--- src/rtl/sacc_params.svh ---
// Timing counts and field positions for the sampling converter control block.
// Assumes a 100 MHz clock; included by the package and the design file.
`ifndef SACC_PARAMS_SVH
`define SACC_PARAMS_SVH
`define SACC_CLK_PERIOD_NS 10
`define SACC_RESULT_W 14
`define SACC_POWERUP_US 10
`define SACC_POWERUP_CYC ((`SACC_POWERUP_US * 1000) / `SACC_CLK_PERIOD_NS)
`define SACC_CONV_NS 7000
`define SACC_CONV_CYC ((`SACC_CONV_NS + `SACC_CLK_PERIOD_NS - 1) / `SACC_CLK_PERIOD_NS)
`define SACC_HOLD_NS 1000
`define SACC_HOLD_CYC ((`SACC_HOLD_NS + `SACC_CLK_PERIOD_NS - 1) / `SACC_CLK_PERIOD_NS)
`define SACC_MSB 13
`endif

--- src/rtl/sacc_pkg.sv ---
// Types shared by the sampling converter control block.
// Assumes sacc_params.svh is on the include path.
`include "sacc_params.svh"
package sacc_pkg;
  typedef enum logic [1:0] {
    SACC_BOOT = 2'b00,
    SACC_IDLE = 2'b01,
    SACC_CONV = 2'b10
  } sacc_state_e;
  // Value and enables of one three-state pin group
  typedef struct packed {
    logic [`SACC_RESULT_W-1:0] out;
    logic [`SACC_RESULT_W-1:0] oe_n;
  } sacc_bus_s;
endpackage

--- src/rtl/sacc_core.sv ---
// Conversion control and parallel result port of a 14-bit sampling converter.
// Assumes all control pins are asynchronous to clk; sample_in is the
// quantised input from the converter core, captured as a conversion starts.
// Functional notes
// - Falling start edge begins a conversion regardless of chip select.
// - Idle: done flag high, sampler tracking.
// - On start, sampler holds and done flag low during conversion.
// - Sampler returns to track mid-conversion, well before next start.
// - Done flag rises at completion; new result reaches the result pins one clock later.
// - Done flag driven only while its enable is low, else high impedance.
// - Result driven only when select and read both low.
// - Whole 14-bit result in one read, MSB at top bit.
// - Strap low gives straight binary, strap high twos complement.
// - Unipolar and bipolar code points follow the coding table.
// - About ten microseconds after reset before conversions start.
`timescale 1ns/1ns
`include "sacc_params.svh"
module sacc_core
  import sacc_pkg::*;
#(
  parameter int POWERUP_CYC = `SACC_POWERUP_CYC,
  parameter int CONV_CYC = `SACC_CONV_CYC,
  parameter int HOLD_CYC = `SACC_HOLD_CYC
)
(
  input wire logic clk,
  input wire logic resetn,
  input wire logic convert_start_n,
  input wire logic done_flag_output_enable_n,
  input wire logic chip_select_n,
  input wire logic read_enable_n,
  input wire logic offset_mode_strap,
  input wire logic [`SACC_RESULT_W-1:0] sample_in,
  output logic sampler_hold,
  output logic done_flag_out,
  output logic done_flag_oe_n,
  output logic [`SACC_RESULT_W-1:0] result_bits_out,
  output logic [`SACC_RESULT_W-1:0] result_bits_oe_n
);
  // Two-stage synchronisers; only stage two is read by logic
  logic [4:0] sync1;
  logic [4:0] sync2;
  logic start_prev;
  always_ff @(posedge clk or negedge resetn)
  begin
    if (!resetn)
    begin
      sync1 <= 5'h1f;
      sync2 <= 5'h1f;
      start_prev <= 1'b1;
    end
    else
    begin
      sync1 <= {convert_start_n, done_flag_output_enable_n, chip_select_n, read_enable_n, offset_mode_strap};
      sync2 <= sync1;
      start_prev <= sync2[4];
    end
  end

  logic start_s, flag_en_n_s, cs_n_s, rd_n_s, strap_s, start_fall;
  assign start_s = sync2[4];
  assign flag_en_n_s = sync2[3];
  assign cs_n_s = sync2[2];
  assign rd_n_s = sync2[1];
  assign strap_s = sync2[0];
  assign start_fall = start_prev & ~start_s;

  sacc_state_e state, next_state;
  logic [31:0] count, next_count;
  logic hold, next_hold;
  logic done, next_done;
  logic [`SACC_RESULT_W-1:0] result, next_result;
  // Held sample, so the host may switch channels once busy
  logic [`SACC_RESULT_W-1:0] held, next_held;

  // Conversion sequencer; chip select takes no part in starting
  always_comb
  begin
    next_state = state;
    next_count = count;
    next_hold = hold;
    next_done = done;
    next_result = result;
    next_held = held;
    case (state)
      SACC_BOOT:
      begin
        next_count = count + 32'h1;
        if (count >= 32'(POWERUP_CYC - 1))
        begin
          next_state = SACC_IDLE;
          next_count = 32'h0;
          next_done = 1'b1;
        end
      end
      SACC_IDLE:
      begin
        next_hold = 1'b0;
        next_done = 1'b1;
        if (start_fall)
        begin
          next_state = SACC_CONV;
          next_hold = 1'b1;
          next_done = 1'b0;
          next_count = 32'h0;
          next_held = sample_in;
        end
      end
      SACC_CONV:
      begin
        next_count = count + 32'h1;
        if (count >= 32'(HOLD_CYC - 1))
          next_hold = 1'b0;
        if (count >= 32'(CONV_CYC - 1))
        begin
          next_state = SACC_IDLE;
          next_done = 1'b1;
          next_result = held ^ {strap_s, {(`SACC_RESULT_W-1){1'b0}}};
        end
      end
      default:
      begin
        next_state = SACC_BOOT;
        next_count = 32'h0;
      end
    endcase
  end

  always_ff @(posedge clk or negedge resetn)
  begin
    if (!resetn)
    begin
      state <= SACC_BOOT;
      count <= 32'h0;
      hold <= 1'b0;
      done <= 1'b0;
      result <= 14'h0000;
      held <= 14'h0000;
    end
    else
    begin
      state <= next_state;
      count <= next_count;
      hold <= next_hold;
      done <= next_done;
      result <= next_result;
      held <= next_held;
    end
  end

  // Registered pin drivers; enables low while driving
  sacc_bus_s bus, next_bus;
  logic next_flag_oe_n;
  always_comb
  begin
    next_flag_oe_n = flag_en_n_s;
    next_bus.out = result;
    next_bus.oe_n = {`SACC_RESULT_W{cs_n_s | rd_n_s}};
  end

  always_ff @(posedge clk or negedge resetn)
  begin
    if (!resetn)
    begin
      bus.out <= 14'h0000;
      bus.oe_n <= 14'h3fff;
      done_flag_out <= 1'b0;
      done_flag_oe_n <= 1'b1;
      sampler_hold <= 1'b0;
    end
    else
    begin
      bus <= next_bus;
      done_flag_out <= next_done;
      done_flag_oe_n <= next_flag_oe_n;
      sampler_hold <= next_hold;
    end
  end
  assign result_bits_out = bus.out;
  assign result_bits_oe_n = bus.oe_n;

  a_flag_low_conv: assert property (@(posedge clk) disable iff (!resetn)
    (state == SACC_CONV) |=> (done_flag_out == 1'b0 || $past(next_state) == SACC_IDLE))
    else $error("done flag high during conversion");
  a_start_begins: assert property (@(posedge clk) disable iff (!resetn)
    (state == SACC_IDLE && start_fall) |=> (state == SACC_CONV) ##1 (done_flag_out == 1'b0))
    else $error("start edge did not begin conversion");
  a_idle_track: assert property (@(posedge clk) disable iff (!resetn)
    (state == SACC_IDLE && $past(state) == SACC_IDLE) |-> (!hold && done))
    else $error("idle but holding or flag low");
  a_track_early: assert property (@(posedge clk) disable iff (!resetn)
    (state == SACC_CONV && count == 32'(CONV_CYC - 1)) |-> !hold)
    else $error("sampler still holding at completion");
  // completion raises flag and loads result
  a_done_result: assert property (@(posedge clk) disable iff (!resetn)
    ($past(state) == SACC_CONV && state == SACC_IDLE) |->
    (done_flag_out && result == ($past(held) ^ {$past(strap_s), {(`SACC_RESULT_W-1){1'b0}}})))
    else $error("completion did not load result");
  a_flag_gate: assert property (@(posedge clk) disable iff (!resetn)
    ##1 (done_flag_oe_n == $past(flag_en_n_s)))
    else $error("flag enable wrong");
  a_result_gate: assert property (@(posedge clk) disable iff (!resetn)
    ($past(cs_n_s) | $past(rd_n_s)) |-> (&result_bits_oe_n))
    else $error("result driven without select and read");
  a_result_hold: assert property (@(posedge clk) disable iff (!resetn)
    !($past(state) == SACC_CONV && state == SACC_IDLE) |-> $stable(result))
    else $error("result changed without completion");
  a_ignore_start: assert property (@(posedge clk) disable iff (!resetn)
    (state == SACC_CONV && start_fall && count < 32'(CONV_CYC - 1)) |=> (state == SACC_CONV))
    else $error("conversion disturbed by start edge");
  a_boot_wait: assert property (@(posedge clk) disable iff (!resetn)
    (state == SACC_BOOT) |=> (state != SACC_CONV))
    else $error("conversion during power-up");
endmodule

--- config.mk ---
export PLATFORM = sky130hd
export DESIGN_NAME = sacc_core
export DESIGN_NICKNAME = d
export VERILOG_FILES = /design/src/rtl/sacc_pkg.sv /design/src/rtl/sacc_core.sv
export VERILOG_INCLUDE_DIRS = /design/src /design/src/rtl
export SDC_FILE = /design/constraint.sdc
export NUM_CORES = 1
export LEC_CHECK = 0
export BUFFER_PORTS_ARGS = -buffer_cell sky130_fd_sc_hd__buf_4
export CORE_ASPECT_RATIO = 1.1
export CORE_MARGIN = 10
export CORE_UTILIZATION = 46
export CTS_CLUSTER_DIAMETER = 80
export CTS_CLUSTER_SIZE = 10
export DETAILED_ROUTE_END_ITERATION = 8
export PLACE_DENSITY_LB_ADDON = 0.05
export SLEW_MARGIN = 15
export SYNTH_ARGS = -nofsm -noshare
export SYNTH_HDL_FRONTEND = slang
export SYNTH_SLANG_ARGS = --single-unit
--- constraint.sdc ---
create_clock -name clk -period 4.5 [get_ports clk]
set_input_delay 0.45 -clock clk [delete_from_list [all_inputs] [get_ports clk]]
set_output_delay 0.45 -clock clk [all_outputs]
set_load 0.05 [all_outputs]
==> flow_metrics.tcl, run 1 <==
set metrics [dict create \
    yosysSeqAreaShare 0.5734 \
    grt_max_degree 63 \
    ys_types 55 \
    clk_latency_ps 360 \
    synth_area_sq_um 4000 \
    cts_setup_buffers 0 \
    cts_max_level 3 \
    drtIter0Drc 186 \
    crit_path_end_kind "flop" \
    grt_pass1_wl_microns 13660 \
    cp-start-kind "flop" \
    async_flop_share 1.000 \
    netlist_top_cells_area "dfrtp_1 (49%), dfstp_2 (8.5%), mux2_2 (8.2%)" \
    hold_violations 0 \
    hpwl_microns 5535 \
    num_rows 35 \
    finish.net_count 402 \
    final_util 0.5437 \
    cts_resized 0 \
    slew_headroom 0.3456 \
    worstHoldPathType "in -> async" \
    cts_hold_buf 0 \
    yosys.area_share.simple 0.1420 \
    switching_share 0.2365 \
    vias 2787 \
    core_area_sq_um 8452 \
    r2r_slack_ps 1870 \
    synth_top_family_by_area "simple AND/OR/NAND/NOR gates" \
    ios 52 \
    antenna_found_initial 0 \
    die_h_microns 117.8 \
    p_int_mw 1.177 \
    drc 0 \
    cts.sinks 91 \
    synth_compound_area_frac 0.1326 \
    finalCritPeriodShare 0.5842 \
    fillers 729 \
    cts_tree "built" \
    numCtsBuffers 9 \
    antenna_cells 0 \
    synth_edf_count 0 \
    slowest_delay_ps 600 \
    viasPerCell 5.630 \
    dp_slack_ps 1860 \
    finalSetupTns_ps 0 \
    total_power_mw 1.541 \
    powerDensity_nw_per_um2 335.4 \
    worst_path_max_delay_cell "o21ai_2" \
    post-route-min-period_ps 2629 \
    muxShareOfSynthArea 0.08664 \
    cp_max_fo 14 \
    clk_pin_slew_worst_paths_ps 100 \
    synth_top_area_frac 0.4880 \
    grtUsageTotal 0.1311 \
    dieArea_sq_um 12830 \
    worst_pin_slew_ps 981.6 \
    final_max_slew_viol_count 0 \
    power.switching_mw 0.3646 \
    gp_congestion 0.8595 \
    clk_path_buf_depth 2 \
    max_cap_viol_count 0 \
    wl_per_cell_microns 16.32 \
    multiInputGateArea_sq_um 1499 \
    synth_xor_area_frac 0.004379 \
    setup_viol 0 \
    postRouteAntennaNets 0 \
    first_pass_iters 4 \
    worst_slack_ps 1871 \
    placed_area_sq_um 4355 \
    synthFlopType "dfrtp_1" \
    seqPwrFrac 0.539 \
    fmax_mhz 380.4 \
    status "finished, final reports clean" \
    first_global_vias 2809 \
    avgSynthCellArea_sq_um 11.59 \
    ir_worst_vdd_uv 189.3 \
    final-seq-area_sq_um 2293 \
    fin_worst_skew_ps 11.50 \
    reg2reg_depth 5 \
    clock_tree.root_cell "clkbuf_8" \
    synth_nets 368 \
    io_buffers 51 \
    worst_ep_required_time_ps 4740 \
    die-width_microns 108.9 \
    clockPowerShare 0.418 \
    ys_warn_count 0 \
    ys_ff_latch 91 \
    arrival_ps 2870 \
    drt-total-wl_microns 8079 \
    grt-ovfl-total 0 \
    r2r_end "result[1]" \
    r2r_start "count[20]" \
    drive_above_1_share 0.3203 \
    synthCells 345 \
    yosys.area_share.adder 0.006256 \
    combPwrFrac 0.043 \
    rsz0062_at_grt "no" \
    worstSetupPathType "reg -> reg" \
    initial_core_util 0.4733 \
    power_leakage_nw 2.204 \
    yosys.area.top_type "dfrtp_1" \
    path_cells "nor4_1 -> nand4_1 -> or2_2 -> o21ai_2 -> mux2_2" \
    area_growth_pct 14.89 \
    final_area_sq_um 4596 \
]
==> cells in the mapped netlist, types with 7 or more instances <==
master and count:
a31oi_1 22, and3_1 8, nor4_1 10, nor2_1 7, buf_4 16, nand3_1 14, dfstp_2 13, nand2_1 30
dfrtp_1 78, o21ai_0 13, a21oi_1 16, mux2_2 29
==> cells by family (layout without fill, tap and decap cells) <==
logic type / after synthesis / after routing
simple gates: 104 / 104
flops: 91 / 91
compound gates: 79 / 79
buf+inv: 36 / 75
mux: 31 / 31
fa+ha+maj: 2 / 2
xor+xnor: 2 / 2
==> cell usage in the layout, fill, tap and decap left out, types with 2 or more instances in the layout <==
cell       count
inv_8          2
nand3_1       14
nor2b_1        2
buf_4         54
nor2_1         7
dfrtp_1       78
bufinv_16      2
ha_1           2
mux2i_1        2
o31a_1         3
or3_1          3
a31oi_1       22
o21ai_0       13
nand4_1        5
a41oi_1        6
or2_2          3
inv_1          5
nor3_1         6
a21o_1         2
clkbuf_8       9
mux2_2        29
dfstp_2       13
and4_1         2
o211ai_1       2
a21oi_1       16
o22a_1         2
nand2b_1       4
a221o_1        2
nand2_1       30
and3_1         8
nor4_1        10
==> per-layer routing <==
layer | part of all wire | global-route usage
met5 | 0 | 0
met4 | 0.014 | 0.05611
met3 | 0.054 | 0.02848
met2 | 0.49 | 0.2040
met1 | 0.44 | 0.1696
==> how the worst max path moves through the flow <==
stage | from | end | slack (ps) | cells past startpoint
2_1_floorplan | count[0] | count[30] | 2380 | 6
3_3_place_gp | count[12] | result[1] | 1860 | 5
3_5_place_dp | count[20] | result[1] | 1860 | 5
4_1_cts | count[20] | result[7] | 1860 | 5
5_1_grt | count[0] | count[10] | 1670 | 7
6_report | count[20] | result[1] | 1870 | 5
==> power groups by stage <==
stage | registers (mW) | clock network, mW | logic [mW]
after floorplan | 0.850 | 0 | 0.0322
after global placement | 0.846 | 0 | 0.0684
after detailed placement | 0.847 | 0 | 0.0692
after CTS | 0.831 | 0.665 | 0.0692
after global routing | 0.832 | 0.703 | 0.0727
final | 0.831 | 0.644 | 0.0668
==> flip-flops by register name, indices dropped and copies added (netlist names), 2 cells and up <==
register / flops
sync2: 5
result: 14
result_bits_out: 14
state: 2
sync1: 5
held: 14
count: 32
==> critical path, delay by kind of cell (launching register included) <==
family,cells,cell delay [ps]
DFF,1,440
muxes,1,410
and+or+nand+nor,3,1070
AOI/OAI and AO/OA,1,600
==> through the flow <==
stage	std cells	hold WS, ps
final	495	166.8
after CTS	495	167.7
after global routing	495	161.2
after floorplan	345	154.4
after detailed placement	479	346.9
after global placement	479	345.4
==> layout make-up <==
| type | count | area share |
|---|---|---|
| tap | 111 | 0.03022 |
| clock buffer | 9 | 0.02695 |
| inverter | 5 | 0.004084 |
| sequential | 91 | 0.4990 |
| clock inverter | 7 | 0.02532 |
| timing repair buffer | 54 | 0.08821 |
| multi-input combinational | 218 | 0.3262 |
(Power assumes the default switching activity.)
==> run 2: changes to the inputs <==
--- a/config.mk
+++ b/config.mk
@@ -6,6 +6,7 @@
 export SDC_FILE = /design/constraint.sdc
 export NUM_CORES = 1
 export LEC_CHECK = 0
+export ABC_AREA = 1
 export BUFFER_PORTS_ARGS = -buffer_cell sky130_fd_sc_hd__buf_4
 export CORE_ASPECT_RATIO = 1.1
 export CORE_MARGIN = 10
==> constraint.sdc (replaced) <==
create_clock -name clk -period 2.3 [get_ports clk]
set_input_delay 0.23 -clock clk [delete_from_list [all_inputs] [get_ports clk]]
set_output_delay 0.23 -clock clk [all_outputs]
set_load 0.05 [all_outputs]
==> run 2 against run 1 <==
  * Die area grew 6.2%
  * Critical path type unchanged
  * Global-route usage increased by 2.9 points
  * Clock skew decreased by 4.2 ps
  * Hold slack got worse by 130 ps
  * Clock power is 77% higher
  * Count of clock-buffer cells in the layout increased by 1
  * Register-to-register slack worse by 1500 ps
  * Total power rose by 88%
==> flow_metrics.tcl, run 2 <==
set metrics [dict create \
    antenna_cells 0 \
    yosys.area.top_type "dfrtp_1" \
    power_leakage_nw 2.372 \
    slew_headroom 0.6828 \
    ios 52 \
    first_pass_iters 5 \
    synthMostInstantiatedCell "nand2_1" \
    synth_edf_count 0 \
    yosysSeqAreaShare 0.5332 \
    status "finished, final reports clean" \
    rsz0062_at_grt "no" \
    gp_congestion 0.8574 \
    cts_max_level 3 \
    ir_worst_vdd_uv 318.0 \
    powerDensity_nw_per_um2 583.3 \
    ys_warn_count 0 \
    worstHoldPathType "in -> reg" \
    finish.net_count 603 \
    synthFlopType "dfrtp_1" \
    ys_ff_latch 91 \
    worst_path_max_delay_cell "dfrtp_1" \
    yosys.area_share.adder 0.005817 \
    largest_reg_flops 32 \
    post-route-min-period_ps 1882 \
    cts_tree "built" \
    die_h_microns 121.4 \
    muxShareOfSynthArea 0 \
    initial_core_util 0.4775 \
    grt_pass1_wl_microns 17670 \
    synthCells 531 \
    path_buf_inv 0 \
    io_buffers 51 \
    core_area_sq_um 9009 \
    viasPerCell 5.047 \
    synth_nets 554 \
    drc 0 \
    slowest_delay_ps 450 \
    synth_xor_area_frac 0.02036 \
    cp_max_fo 15 \
    grtUsageTotal 0.1597 \
    fmax_mhz 531.2 \
    worst_pin_slew_ps 472.2 \
    clk_pin_slew_worst_paths_ps 100 \
    cts.sinks 91 \
    cp-start-kind "flop" \
    max_cap_viol_count 0 \
    dieArea_sq_um 13620 \
    final_cell_mix "nand2_1 (180), dfrtp_1 (78), nand3_1 (56)" \
    critPathTopFamily "simple AND/OR/NAND/NOR gates" \
    synth_area_sq_um 4302 \
    top_register "count" \
    fin_worst_skew_ps 7.291 \
    clk_latency_ps 380 \
    first_global_vias 3493 \
    ys_top_cells_by_count "nand2_1 (180), dfrtp_1 (78), nand3_1 (56)" \
    crit_path_end_kind "flop" \
    async_flop_share 1.000 \
    netlist_top_cells_area "dfrtp_1 (45%), nand2_1 (16%), dfstp_2 (7.9%)" \
    final_common_cell "nand2_1" \
    path_cells "nor2_1 -> nand2_1 -> nor2_1 -> nand2_1 -> nor2_1 -> nand2_2 -> nand2_2 -> nand2_1 -> nand2_1" \
    numCtsBuffers 9 \
    total_power_mw 2.906 \
    num_rows 36 \
    finalSetupTns_ps 0 \
    vias 3528 \
    synth_top_family_by_area "simple AND/OR/NAND/NOR gates" \
    hold_violations 0 \
    die-width_microns 112.2 \
    drive_above_1_share 0.1829 \
    final_max_slew_viol_count 0 \
    worst_ep_required_time_ps 2610 \
    area_growth_pct 15.79 \
    crit_top_cell "nand2_1" \
    arrival_ps 2200 \
    avgSynthCellArea_sq_um 8.101 \
    postRouteAntennaNets 0 \
    clock_tree.root_cell "clkbuf_8" \
    r2r_slack_ps 420 \
    synth_compound_area_frac 0.04334 \
    grt-ovfl-total 0 \
    finalCritPeriodShare 0.8184 \
    wl_per_cell_microns 15.08 \
    yosys.area_share.simple 0.3197 \
    worstSetupPathType "reg -> reg" \
    synth_top_area_frac 0.4538 \
    drt-total-wl_microns 10540 \
    hpwl_microns 7625 \
    cts_resized 0 \
    ys_types 28 \
    antenna_found_initial 0 \
    setup_viol 0 \
    drtIter0Drc 205 \
    clk_path_buf_depth 2 \
    grt_max_degree 72 \
]
==> run 2: changes by cell type after synthesis, sizes merged, moves of 15 or more <==
cell   before  now
inv         5   47
o21ai      14   29
nor2        7   59
a21oi      16    0
a31oi      22    0
nand3      14   57
mux2       29    0
nand2      30  187
==> run 2: metrics by stage <==
stage	util	area [sq um]	hold slack, ps	instances	setup slack, ps
finish	0.5529	4981	36.81	699	417.6
detailed placement	0.5238	4718	147.1	677	428.0
global route	0.5529	4981	38.82	699	95.67
CTS	0.5529	4981	18.68	699	398.4
global placement	0.5238	4718	144.6	677	481.9
floorplan	-	4302	-65.59	531	833.1
==> run 2: final cells by class <==
| class | instances | area (sq um) |
|---|---|---|
| clock buffers | 10 | 127.6 |
| clock inverters | 6 | 75.07 |
| fillers | 899 | 4028 |
| inverters | 48 | 180.2 |
| multi-input cells | 369 | 1677 |
| flip-flops and latches | 91 | 2293 |
| well taps | 114 | 142.6 |
| repair buffers | 61 | 485.5 |
==> run 2: cells by family after synthesis <==
family	Yosys count
AOI/OAI and AO/OA	35
adders and majority gates	2
xor gates and xnor gates	10
buffers and inverters	71
and+or+nand+nor	322
DFF	91
==> run 2: repair_timing <==
item                      in CTS  in global routing
hold buffers                   6                  0
hold endpoints to repair      25                  0
buffers inserted               0                  0
==> run 2: where the power goes <==
part	internal [mW]	total, mW	switching [mW]
combinational	0.0496	0.143	0.0937
sequential	1.62	1.63	0.00629
clock	0.516	1.14	0.620
==> run 2: final timing paths <==
path                              start   endpoint  cells past startpoint
max                           count[25]  result[6]                      9
min                        sample_in[1]    held[1]                      3
max reg2reg                   count[25]  result[6]                      9
min reg2reg                    sync1[2]   sync2[2]                      0
max in group asynchronous        resetn   sync2[4]                      3
min in group asynchronous        resetn  count[20]                      2
==> run 2: worst register-to-register path, delay by kind of cell (launching register included) <==
kind | cells | cell delay [ps]
simple gates | 9 | 1370
flops | 1 | 450
==> run 2: routing by layer <==
metal | routed length [microns] | global-route usage | vias up
li1 | - | - | 1769
met1 | 4870 | 0.2081 | 1664
met2 | 4902 | 0.2504 | 83
met3 | 620 | 0.03907 | 12
met4 | 151 | 0.06190 | 0
met5 | 0 | 0 | -
